===== config.mk =====
export PLATFORM = sky130hd
export DESIGN_NAME = hb_ctrl_regs
export DESIGN_NICKNAME = d
export VERILOG_FILES = /design/src/hb_ctrl_pkg.sv /design/src/spi_frame_rx.sv /design/src/bridge_interlock.sv /design/src/hb_ctrl_regs.sv
export VERILOG_INCLUDE_DIRS = /design/src /design/src/src
export SDC_FILE = /design/constraint.sdc
export NUM_CORES = 1
export LEC_CHECK = 0
export BUFFER_PORTS_ARGS = -buffer_cell sky130_fd_sc_hd__buf_2
export CORE_ASPECT_RATIO = 2
export CORE_MARGIN = 2
export CORE_UTILIZATION = 58
export CTS_CLUSTER_SIZE = 8
export DETAILED_ROUTE_END_ITERATION = 7
export GPL_TIMING_DRIVEN = 0
export PLACE_DENSITY_LB_ADDON = 0.2
export SLEW_MARGIN = 10
export SYNTH_ARGS = -nofsm -noshare
export SYNTH_HDL_FRONTEND = slang
export SYNTH_SLANG_ARGS = --single-unit

===== constraint.sdc =====
create_clock -name clk -period 2.3 [get_ports clk]
set_clock_uncertainty 0.05 [all_clocks]
set_input_delay 0.115 -clock clk [delete_from_list [all_inputs] [get_ports clk]]
set_output_delay 0.115 -clock clk [all_outputs]
set_load 0.1 [all_outputs]

===== src/hb_ctrl_cfg.svh =====
// Constants for the half-bridge control register bank
`ifndef HB_CTRL_CFG_SVH
`define HB_CTRL_CFG_SVH

`define FRAME_BITS        16
`define FRAME_CNT_W       4
`define FRAME_CNT_LAST    4'hf
`define OP_BIT            7
`define LAST_ADDRESS_BIT_TOKEN_BIT          1
`define ADDR_LSB          2
`define ADDR_MSB          6
`define MARK_BIT          0
`define ADDR_ACT_LOW      5'h00
`define ADDR_CONFIG       5'h13
`define CONFIG_RST        8'h02
`define CTRL_RST          8'h00
`define BRIDGES           4

`endif


===== src/hb_ctrl_pkg.sv =====
// Types shared by the half-bridge control register bank
package hb_ctrl_pkg;
	typedef enum logic [1:0] {
		ST_IDLE = 2'b00,
		ST_ADDR = 2'b01,
		ST_DATA = 2'b11
	} frame_state_t;
	typedef logic [7:0] reg_byte_t;
endpackage


===== src/spi_frame_rx.sv =====
// Serial frame shifter: collects a 16-bit frame and shifts out the answer byte
`timescale 1ns/1ps
`default_nettype none
`include "hb_ctrl_cfg.svh"

module spi_frame_rx (
	input  wire logic                 clk,
	input  wire logic                 resetn,
	input  wire logic                 cs_n,
	input  wire logic                 sclk_rise,
	input  wire logic                 sclk_fall,
	input  wire logic                 mosi,
	input  wire hb_ctrl_pkg::reg_byte_t reply,
	output var  logic                 miso_out,
	output var  logic                 miso_oe_n,
	output var  logic                 frame_done,
	output var  logic [15:0]          frame_ff
);
	import hb_ctrl_pkg::*;

	logic [`FRAME_CNT_W-1:0] cnt_ff;
	logic                    full_ff;
	logic [7:0]              tx_ff;

	always_ff @(posedge clk or negedge resetn) begin
		if (!resetn) begin
			cnt_ff  <= '0;
			full_ff <= 1'b0;
			frame_ff <= '0;
		end else if (cs_n) begin
			cnt_ff  <= '0;
			full_ff <= 1'b0;
		end else if (sclk_rise && !full_ff) begin
			frame_ff <= {frame_ff[14:0], mosi}; // RULE_04
			cnt_ff   <= cnt_ff + 1'b1;
			if (cnt_ff == `FRAME_CNT_LAST)
				full_ff <= 1'b1;
		end
	end

	// Commit only on chip-select release after at least 16 bits; bits after the 16th are ignored
	assign frame_done = cs_n && full_ff; // RULE_13

	always_ff @(posedge clk or negedge resetn) begin
		if (!resetn) begin
			tx_ff    <= '0;
			miso_out <= 1'b0;
		end else if (cs_n) begin
			tx_ff    <= reply;
			miso_out <= 1'b0;
		end else if (sclk_fall) begin
			miso_out <= tx_ff[7];
			tx_ff    <= {tx_ff[6:0], 1'b0};
		end
	end

	assign miso_oe_n = cs_n;
endmodule // spi_frame_rx

`default_nettype wire


===== src/bridge_interlock.sv =====
// Cross-current interlock for one group of half-bridges
`timescale 1ns/1ps
`default_nettype none
`include "hb_ctrl_cfg.svh"

module bridge_interlock (
	input  wire logic [7:0]          enables,
	output var  logic [`BRIDGES-1:0] upper_on,
	output var  logic [`BRIDGES-1:0] lower_on
);
	import hb_ctrl_pkg::*;

	genvar i;
	generate
		for (i = 0; i < `BRIDGES; i++) begin : g_br
			// Both requested means bridge fully off, whatever software wrote
			assign lower_on[i] = enables[2*i] & ~enables[2*i+1];  // RULE_09 RULE_11 RULE_12
			assign upper_on[i] = enables[2*i+1] & ~enables[2*i];  // RULE_10 RULE_11
		end
	endgenerate
endmodule // bridge_interlock

`default_nettype wire


===== src/hb_ctrl_regs.sv =====
// Half-bridge control register bank behind a 16-bit serial frame port
//
// Behaviour
// RULE_01: Every control register readable and writable serially
// RULE_02: Control registers reset to all zeros
// RULE_03: Configuration register resets to 0000 0010
// RULE_04: Frame is address byte, then data byte
// RULE_05: Device never alters control bits itself
// RULE_06: Frame bit 7 low reads, no change
// RULE_07: Frame bit 7 high writes data byte
// RULE_08: Address 000 00 selects bridges 1-4 enables
// RULE_09: Bridge n: low bit 2(n-1), high next
// RULE_10: Zero keeps switch off, one turns on
// RULE_11: Both enables set turns bridge off
// RULE_12: Interlock done in logic, independent of software
// RULE_13: Only complete 16-bit frames update registers
`timescale 1ns/1ps
`default_nettype none
`include "hb_ctrl_cfg.svh"

module hb_ctrl_regs (
	input  wire logic        clk,
	input  wire logic        resetn,
	input  wire logic        cs_n,
	input  wire logic        sclk,
	input  wire logic        mosi,
	output var  logic        miso_out,
	output var  logic        miso_oe_n,
	output var  logic [3:0]  upper_switch_on,
	output var  logic [3:0]  lower_switch_on,
	output var  logic [7:0]  config_value,
	output var  logic        addr_error
);
	import hb_ctrl_pkg::*;

	////////////////////////////////////////////////////////////////////////////////

	logic        sclk_ff;
	logic        sclk_rise;
	logic        sclk_fall;
	logic        frame_done;
	logic [15:0] frame;
	logic [7:0]  addr_byte;
	logic [7:0]  data_byte;
	logic [4:0]  addr;
	logic        hit_act;
	logic        hit_cfg;
	logic        valid_addr;
	reg_byte_t   bridge_switch_enable_low_ff;
	reg_byte_t   config_ff;
	reg_byte_t   reply;

	// Serial clock is sampled; it must stay well below the system clock rate
	always_ff @(posedge clk or negedge resetn) begin
		if (!resetn)
			sclk_ff <= 1'b0;
		else
			sclk_ff <= sclk;
	end

	assign sclk_rise = sclk & ~sclk_ff;
	assign sclk_fall = ~sclk & sclk_ff;

	spi_frame_rx u_rx (
		.clk        (clk),
		.resetn     (resetn),
		.cs_n       (cs_n),
		.sclk_rise  (sclk_rise),
		.sclk_fall  (sclk_fall),
		.mosi       (mosi),
		.reply      (reply),
		.miso_out   (miso_out),
		.miso_oe_n  (miso_oe_n),
		.frame_done (frame_done),
		.frame_ff   (frame)
	);

	////////////////////////////////////////////////////////////////////////////////

	assign addr_byte = frame[15:8]; // RULE_04
	assign data_byte = frame[7:0];
	assign addr      = addr_byte[`ADDR_MSB:`ADDR_LSB];

	// Last-address-bit token is ignored; final bit must be 1
	always_comb begin
		hit_act = 1'b0;
		hit_cfg = 1'b0;
		if (addr_byte[`MARK_BIT] && addr == `ADDR_ACT_LOW)
			hit_act = 1'b1; // RULE_08
		else if (addr_byte[`MARK_BIT] && addr == `ADDR_CONFIG)
			hit_cfg = 1'b1;
	end

	assign valid_addr = hit_act | hit_cfg;

	// Registers change only on a host write frame, never on their own
	always_ff @(posedge clk or negedge resetn) begin
		if (!resetn)
			bridge_switch_enable_low_ff <= `CTRL_RST; // RULE_02
		else if (frame_done && addr_byte[`OP_BIT] && hit_act)
			bridge_switch_enable_low_ff <= data_byte; // RULE_07 RULE_05 RULE_01
	end

	always_ff @(posedge clk or negedge resetn) begin
		if (!resetn)
			config_ff <= `CONFIG_RST; // RULE_03
		else if (frame_done && addr_byte[`OP_BIT] && hit_cfg)
			config_ff <= data_byte; // RULE_07 RULE_05
	end

	// Answer for the next frame: content of the register the last frame addressed, zero if that address was unknown
	always_ff @(posedge clk or negedge resetn) begin
		if (!resetn)
			reply <= `CTRL_RST;
		else if (frame_done && hit_act)
			reply <= addr_byte[`OP_BIT] ? data_byte : bridge_switch_enable_low_ff; // RULE_06
		else if (frame_done && hit_cfg)
			reply <= addr_byte[`OP_BIT] ? data_byte : config_ff; // RULE_06 RULE_01
		else if (frame_done)
			reply <= `CTRL_RST;
	end

	always_ff @(posedge clk or negedge resetn) begin
		if (!resetn)
			addr_error <= 1'b0;
		else if (frame_done)
			addr_error <= ~valid_addr;
	end

	assign config_value = config_ff;

	////////////////////////////////////////////////////////////////////////////////

	bridge_interlock u_lock (
		.enables  (bridge_switch_enable_low_ff),
		.upper_on (upper_switch_on),
		.lower_on (lower_switch_on)
	);
endmodule // hb_ctrl_regs

`default_nettype wire


==> flow_summary.toml, run 1 <==
[status]
result_of_the_run = "finished, final reports clean"

[timing]
worst-slew-pin-transition_ns = 0.694
timing.fmax_mhz = 538
report.final.slew_viol_count = 0
final.setup.tns_ns = 0
final_period_minus_worst_setup_slack_ns = 1.86
grt_setup_unrepaired = "false"
timing.max_slew.rel_slack = 0.537
report.final.hold_viol_count = 0
setup_viol = 0
finalCritPeriodShare = 0.808

[synth]
synth.lib_cells_used.distinct = 30
synthesis.yosys.warnings = 0
synthTopCellsByCount = "dfrtp_1, mux2_2, nand2_1"
synth_largest_area_cell = "dfrtp_1"
postSynthRegisterBits = 56
syn_inst = 210
syn_avg_cell_area_um2 = 11.9
synth.top_cell.area_share = 0.549
netlist_area_um2 = 2510
synth_top_cells_by_area = "dfrtp_1, mux2_2, mux2i_1"
synth_async_sr_flop_share = 1.00
synth.most_common_cell = "dfrtp_1"
synth_fp_nets = 216
synth-edff-count = 0
ys_dominant_reg_cell = "dfrtp_1"
sequential_area_share_after_synthesis = 0.560

[pwr]
static_leak_nw = 1.38
p_clk_frac = 0.339
power_density_nw_per_um2 = 704
irDropWorstVdd_v = 0.000609
netSwitchingFraction = 0.238
total_switching_power_mw = 0.476
p_int_mw = 1.53
seq_power_share = 0.575
power_mw = 2.00
combPwrFrac = 0.087

[floorplanning]
rows = 33
die_height_um = 97.0
initial_utilization = 0.607
core_area_um2 = 4130
die_area_um2 = 4890
pin_count = 24
die_width_um = 50.5

[cells_and_area]
regArea_um2 = 1400
layout-area-overhead-vs-synth_pct = 13.5
final_layout_size_suffix_gt1_frac = 0.303
fin_nets = 249
antenna_cells = 0
multi_input_area_um2 = 1000
finalNonFillerCells = 296
fillers = 336
fin_util = 0.689
post-route-cell-area_um2 = 2850

[worst_setup_path]
path_cells = "nor3b_4 > nor2b_1 > buf_4 > buf_6 > mux2_2"
timing.critical_path.arrival_ns = 2.00
cp_slowest_stage_delay_ns = 0.46
startpoint_type = "flip-flop"
worstPathMaxFanout = 10
cp.required_ns = 2.44
cp-end-kind = "flip-flop"
worst_path_max_delay_cell = "dfrtp_1"
ff2ff_setup_slack_ns = 0.44
path_class = "flip-flop to flip-flop"

[grt]
first_global_vias = 1725
first_pass_grt_wire_length_mm = 7.89
global_route.usage.total = 0.209
grt_start_max_net_pins = 57
grt_overflow = 0
initial_antenna_violation_count = 0

[route]
detail_route.drc_violations = 0
antenna_violating_nets_post_route = 0
detailedRoute.firstIterationViolations = 35
avgViaCountPerCell = 5.58
detailed_route_via_count = 1651
firstDrtPassIters = 4
wl_per_cell_um = 15.0
wl_mm = 4.44

[placed_design]
numPlacedInstances = 285
placedInstanceArea_um2 = 2690
port_buffers = 23
place_congestion = 0.741
dp_hpwl_mm = 3.23

[clock_network]
insertion_delay_ns = 0.30
clock-root-buffer = "clkbuf_8"
cts_tree = "yes"
cts-buffers-inserted = 5
cts_max_path_buffers = 2
cts-htree-levels = 2
path_clk_slew_ns = 0.09
cts-resized-gates = 0
clkSinkCount = 56

[hold_path]
min-delay-path-class = "input pin to flip-flop"

[job]
maxCapViolations = 0
-- path summary, 6_finish.rpt --
check | start | endpoint | cells after the start
max in group asynchronous | resetn | u_rx.frame_ff[7] | 2
worst max register to register | u_rx.full_ff | u_rx.frame_ff[8] | 5
worst min-delay path | cs_n | u_rx.tx_ff[1] | 2
worst min register to register | reply[2] | u_rx.tx_ff[2] | 2
min in group asynchronous | resetn | u_rx.tx_ff[1] | 2
worst max-delay path | u_rx.full_ff | u_rx.frame_ff[8] | 5
-- metal layers --
metal	vias to the layer above	GRT usage	share of wire
met5	-	0	0
li1	805	-	-
met3	9	0.0324	0.026
met2	32	0.345	0.54
met1	805	0.255	0.41
met4	0	0.116	0.021
-- cell families (layout without fill, tap and decap cells) --
group                      count (synthesis)  count (layout)  share of synthesized area
DFF                                       56              56                      0.560
and+or+nand+nor                           46              46                      0.107
buffers and inverters                     20              54                     0.0404
xor gates and xnor gates                   3               3                     0.0105
adders and majority gates                  1               1                    0.00499
muxes                                     40              40                      0.175
AOI/OAI and AO/OA                         44              44                      0.102
-- cells in the final DEF, fill, tap and decap left out, types with 9 or more instances in the layout --
cell     synthesis  layout
nor2b_1         10      10
dfrtp_1         55      55
inv_1            9       9
mux2i_1          9       9
mux2_2          31      31
buf_2            3      25
o21ai_0         17      17
nand2_1         19      19
-- sequential cells by signal, indices dropped and copies added (netlist names) --
register                     count
sclk_ff                          1
addr_error                       1
u_rx.tx_ff                       8
bridge_switch_enable_low_ff      8
u_rx.miso_out                    1
config_value                     8
u_rx.cnt_ff                      4
reply                            8
u_rx.full_ff                     1
u_rx.frame_ff                   16
-- power groups by stage --
stage,clock (mW),combinational [mW],sequential (mW)
finish,0.678,0.173,1.15
floorplan,0,0.125,1.14
global placement,0,0.164,1.17
CTS,0.700,0.174,1.15
detailed placement,0,0.171,1.17
global route,0.742,0.193,1.17
-- worst max-delay path: cells and delay by family (launching register included) --
family                 cells  cell delay, ns
and+or+nand+nor            2            0.53
muxes                      1            0.34
buffers and inverters      2            0.35
DFF                        1            0.46
-- timing repair --
action                                 in CTS  in global routing
setup buffers                               0                  0
hold buffers                                2                  1
endpoints found under the hold margin       2                 55
setup endpoints to repair                   0                  0
-- area by class of cell --
cell class,count,share of cell area
plain buffers,11,0.0237
clock buffers,7,0.0339
clock inverters,1,0.0106
inverters,9,0.0119
multi-input cells,134,0.352
flip-flops and latches,56,0.493
well taps,52,0.0229
repair buffers,26,0.0519
-- per-stage QoR --
stage	hold slack (ns)	worst slack, ns
3_3_place_gp	0.217	0.504
3_5_place_dp	0.222	0.464
4_1_cts	0.0410	0.424
5_1_grt	0.0975	0.327
6_report	0.0875	0.442
2_1_floorplan	-0.231	0.411
Power figures use the tool's default switching activity.
==> inputs of run 2 (changes only) <==
--- a/config.mk
+++ b/config.mk
@@ -9,7 +9,7 @@
 export BUFFER_PORTS_ARGS = -buffer_cell sky130_fd_sc_hd__buf_2
 export CORE_ASPECT_RATIO = 2
 export CORE_MARGIN = 2
-export CORE_UTILIZATION = 58
+export CORE_UTILIZATION = 52
 export CTS_CLUSTER_SIZE = 8
 export DETAILED_ROUTE_END_ITERATION = 7
 export GPL_TIMING_DRIVEN = 0
==> constraint.sdc (replaced) <==
create_clock -name clk -period 1.6 [get_ports clk]
set_clock_uncertainty 0.05 [all_clocks]
set_input_delay 0.08 -clock clk [delete_from_list [all_inputs] [get_ports clk]]
set_output_delay 0.08 -clock clk [all_outputs]
set_load 0.1 [all_outputs]
==> run 2 against run 1 <==
- global-route usage decreased by 0.92 points
- cell count grew 3.7%
- the flow now finishes with violations (setup timing)
- count of clock-buffer cells in the layout is 1 lower
- sequential power grew 45%
- critical path type unchanged
- wire length increased by 6.8%
- largest power group unchanged
- fmax up 12%
- highest routed layer unchanged
- critical path depth is 1 lower
- non-clock buffer count is 8 higher
- core utilization is 4.4 points lower
- first-iteration DRC count shrank 26%
- via count is 2.6% higher
==> flow_summary.toml, run 2 (synthesis results as in run 1) <==
[timing]
grt_setup_unrepaired = "true"
worst-slew-pin-transition_ns = 0.686
final_period_minus_worst_setup_slack_ns = 1.65
timing.max_slew.rel_slack = 0.543
final.setup.tns_ns = -0.0870
report.final.slew_viol_count = 0
setup_viol = 5
finalCritPeriodShare = 1.03
timing.fmax_mhz = 605
final_critical_path_setup_slack_ns = -0.0519
report.final.hold_viol_count = 0

[status]
result_of_the_run = "finished, violations left"
failing_checks = "setup timing"

[grt]
first_global_vias = 1685
grt_overflow = 0
grt_start_max_net_pins = 57
initial_antenna_violation_count = 0
global_route.usage.total = 0.200
first_pass_grt_wire_length_mm = 8.02

[worst_setup_path]
worstPathMaxFanout = 8
timing.critical_path.arrival_ns = 1.79
startpoint_type = "flip-flop"
path_class = "flip-flop to flip-flop"
cp-end-kind = "flip-flop"
cp.required_ns = 1.74

[pwr]
irDropWorstVdd_v = 0.000733
power_density_nw_per_um2 = 920
power_mw = 2.76
static_leak_nw = 1.46

[clock_network]
cts-buffers-inserted = 5
path_clk_slew_ns = 0.10
clkSinkCount = 56
clock-root-buffer = "clkbuf_8"
cts_tree = "yes"
cts_max_path_buffers = 2
cts-htree-levels = 2
insertion_delay_ns = 0.31

[cells_and_area]
final_common_cell = "dfrtp_1"
fillers = 386
multi_input_area_um2 = 1070
regMostFlops = "u_rx.frame_ff"
layout-area-overhead-vs-synth_pct = 19.6
fin_nets = 257
regArea_um2 = 1400
final_layout_size_suffix_gt1_frac = 0.357
finalNonFillerCells = 307
antenna_cells = 0
layout.cells.most_common_list = "dfrtp_1, buf_2, mux2_2"
post-route-cell-area_um2 = 3000
largest_register_ffs = 16

[route]
wl_mm = 4.74
avgViaCountPerCell = 5.52
wl_per_cell_um = 15.4
firstDrtPassIters = 4
detailed_route_via_count = 1694
antenna_violating_nets_post_route = 0
detailedRoute.firstIterationViolations = 26
detail_route.drc_violations = 0

[placed_design]
place_congestion = 0.762
dp_hpwl_mm = 3.28
placedInstanceArea_um2 = 2720
pre_cts_ws_ns = -0.215
numPlacedInstances = 288
port_buffers = 23

[floorplanning]
die_width_um = 53.1
initial_utilization = 0.540
die_area_um2 = 5420
pin_count = 24
die_height_um = 102
core_area_um2 = 4640
rows = 35

[hold_path]
min-delay-path-class = "input pin to flip-flop"

[job]
maxCapViolations = 0
[run 2: layer usage]
metal,global-route usage,up-vias,share of wire,routed length [um]
li1,-,816,-,-
met1,0.255,836,0.41,1950
met2,0.326,32,0.54,2550
met3,0.0380,10,0.028,134
met4,0.0907,0,0.023,108
met5,0,-,0,0
[run 2: report_power, final]
| group | total, mW | internal [mW] | leakage (nW) | switching [mW] |
|---|---|---|---|---|
| clock | 0.782 | 0.346 | 0.0510 | 0.436 |
| sequential | 1.67 | 1.52 | 0.761 | 0.143 |
| combinational | 0.309 | 0.171 | 0.646 | 0.138 |
| total | 2.76 | 2.04 | 1.46 | 0.717 |
[run 2: cell type report]
type / instances / share of cell area
Buffer: 10 / 0.0263
Clock buffer: 6 / 0.0276
Clock inverter: 2 / 0.00334
Inverter: 9 / 0.0113
Multi-Input combinational cell: 134 / 0.356
Sequential cell: 56 / 0.468
Tap cell: 55 / 0.0230
Timing Repair Buffer: 35 / 0.0843
[run 2: metrics by stage]
step / hold slack [ns] / utilization
after global placement: 0.182 / 0.587
after global routing: 0.0736 / 0.646
after detailed placement: 0.190 / 0.587
final: 0.0603 / 0.646
after floorplan: -0.266 / -
after CTS: 0.000644 / 0.636
[run 2: path summary, 6_finish.rpt]
kind	end	slack, ns	from	cells after the start
max	config_value[0]	-0.05	u_rx.frame_ff[12]	4
min in group asynchronous	u_rx.tx_ff[1]	0.29	resetn	2
max reg2reg	config_value[0]	-0.05	u_rx.frame_ff[12]	4
min	u_rx.tx_ff[1]	0.06	cs_n	2
min reg2reg	u_rx.tx_ff[3]	0.44	reply[3]	2
max in group asynchronous	u_rx.full_ff	0.69	resetn	2
[run 2: critical path, stage by stage, from the launching register on]
cell and delay [ns]:
dfrtp_1 0.41, and4bb_4 0.37, buf_8 0.12, nand4_4 0.21, mux2_4 0.37
[run 2: timing repair]
action / CTS / global route
setup endpoints to repair: 39 / 34
buffers inserted: 6 / 3
pin swaps: 2 / 5
hold endpoints to repair: 2 / 55
hold buffers: 2 / 1
resized for setup: 9 / 8
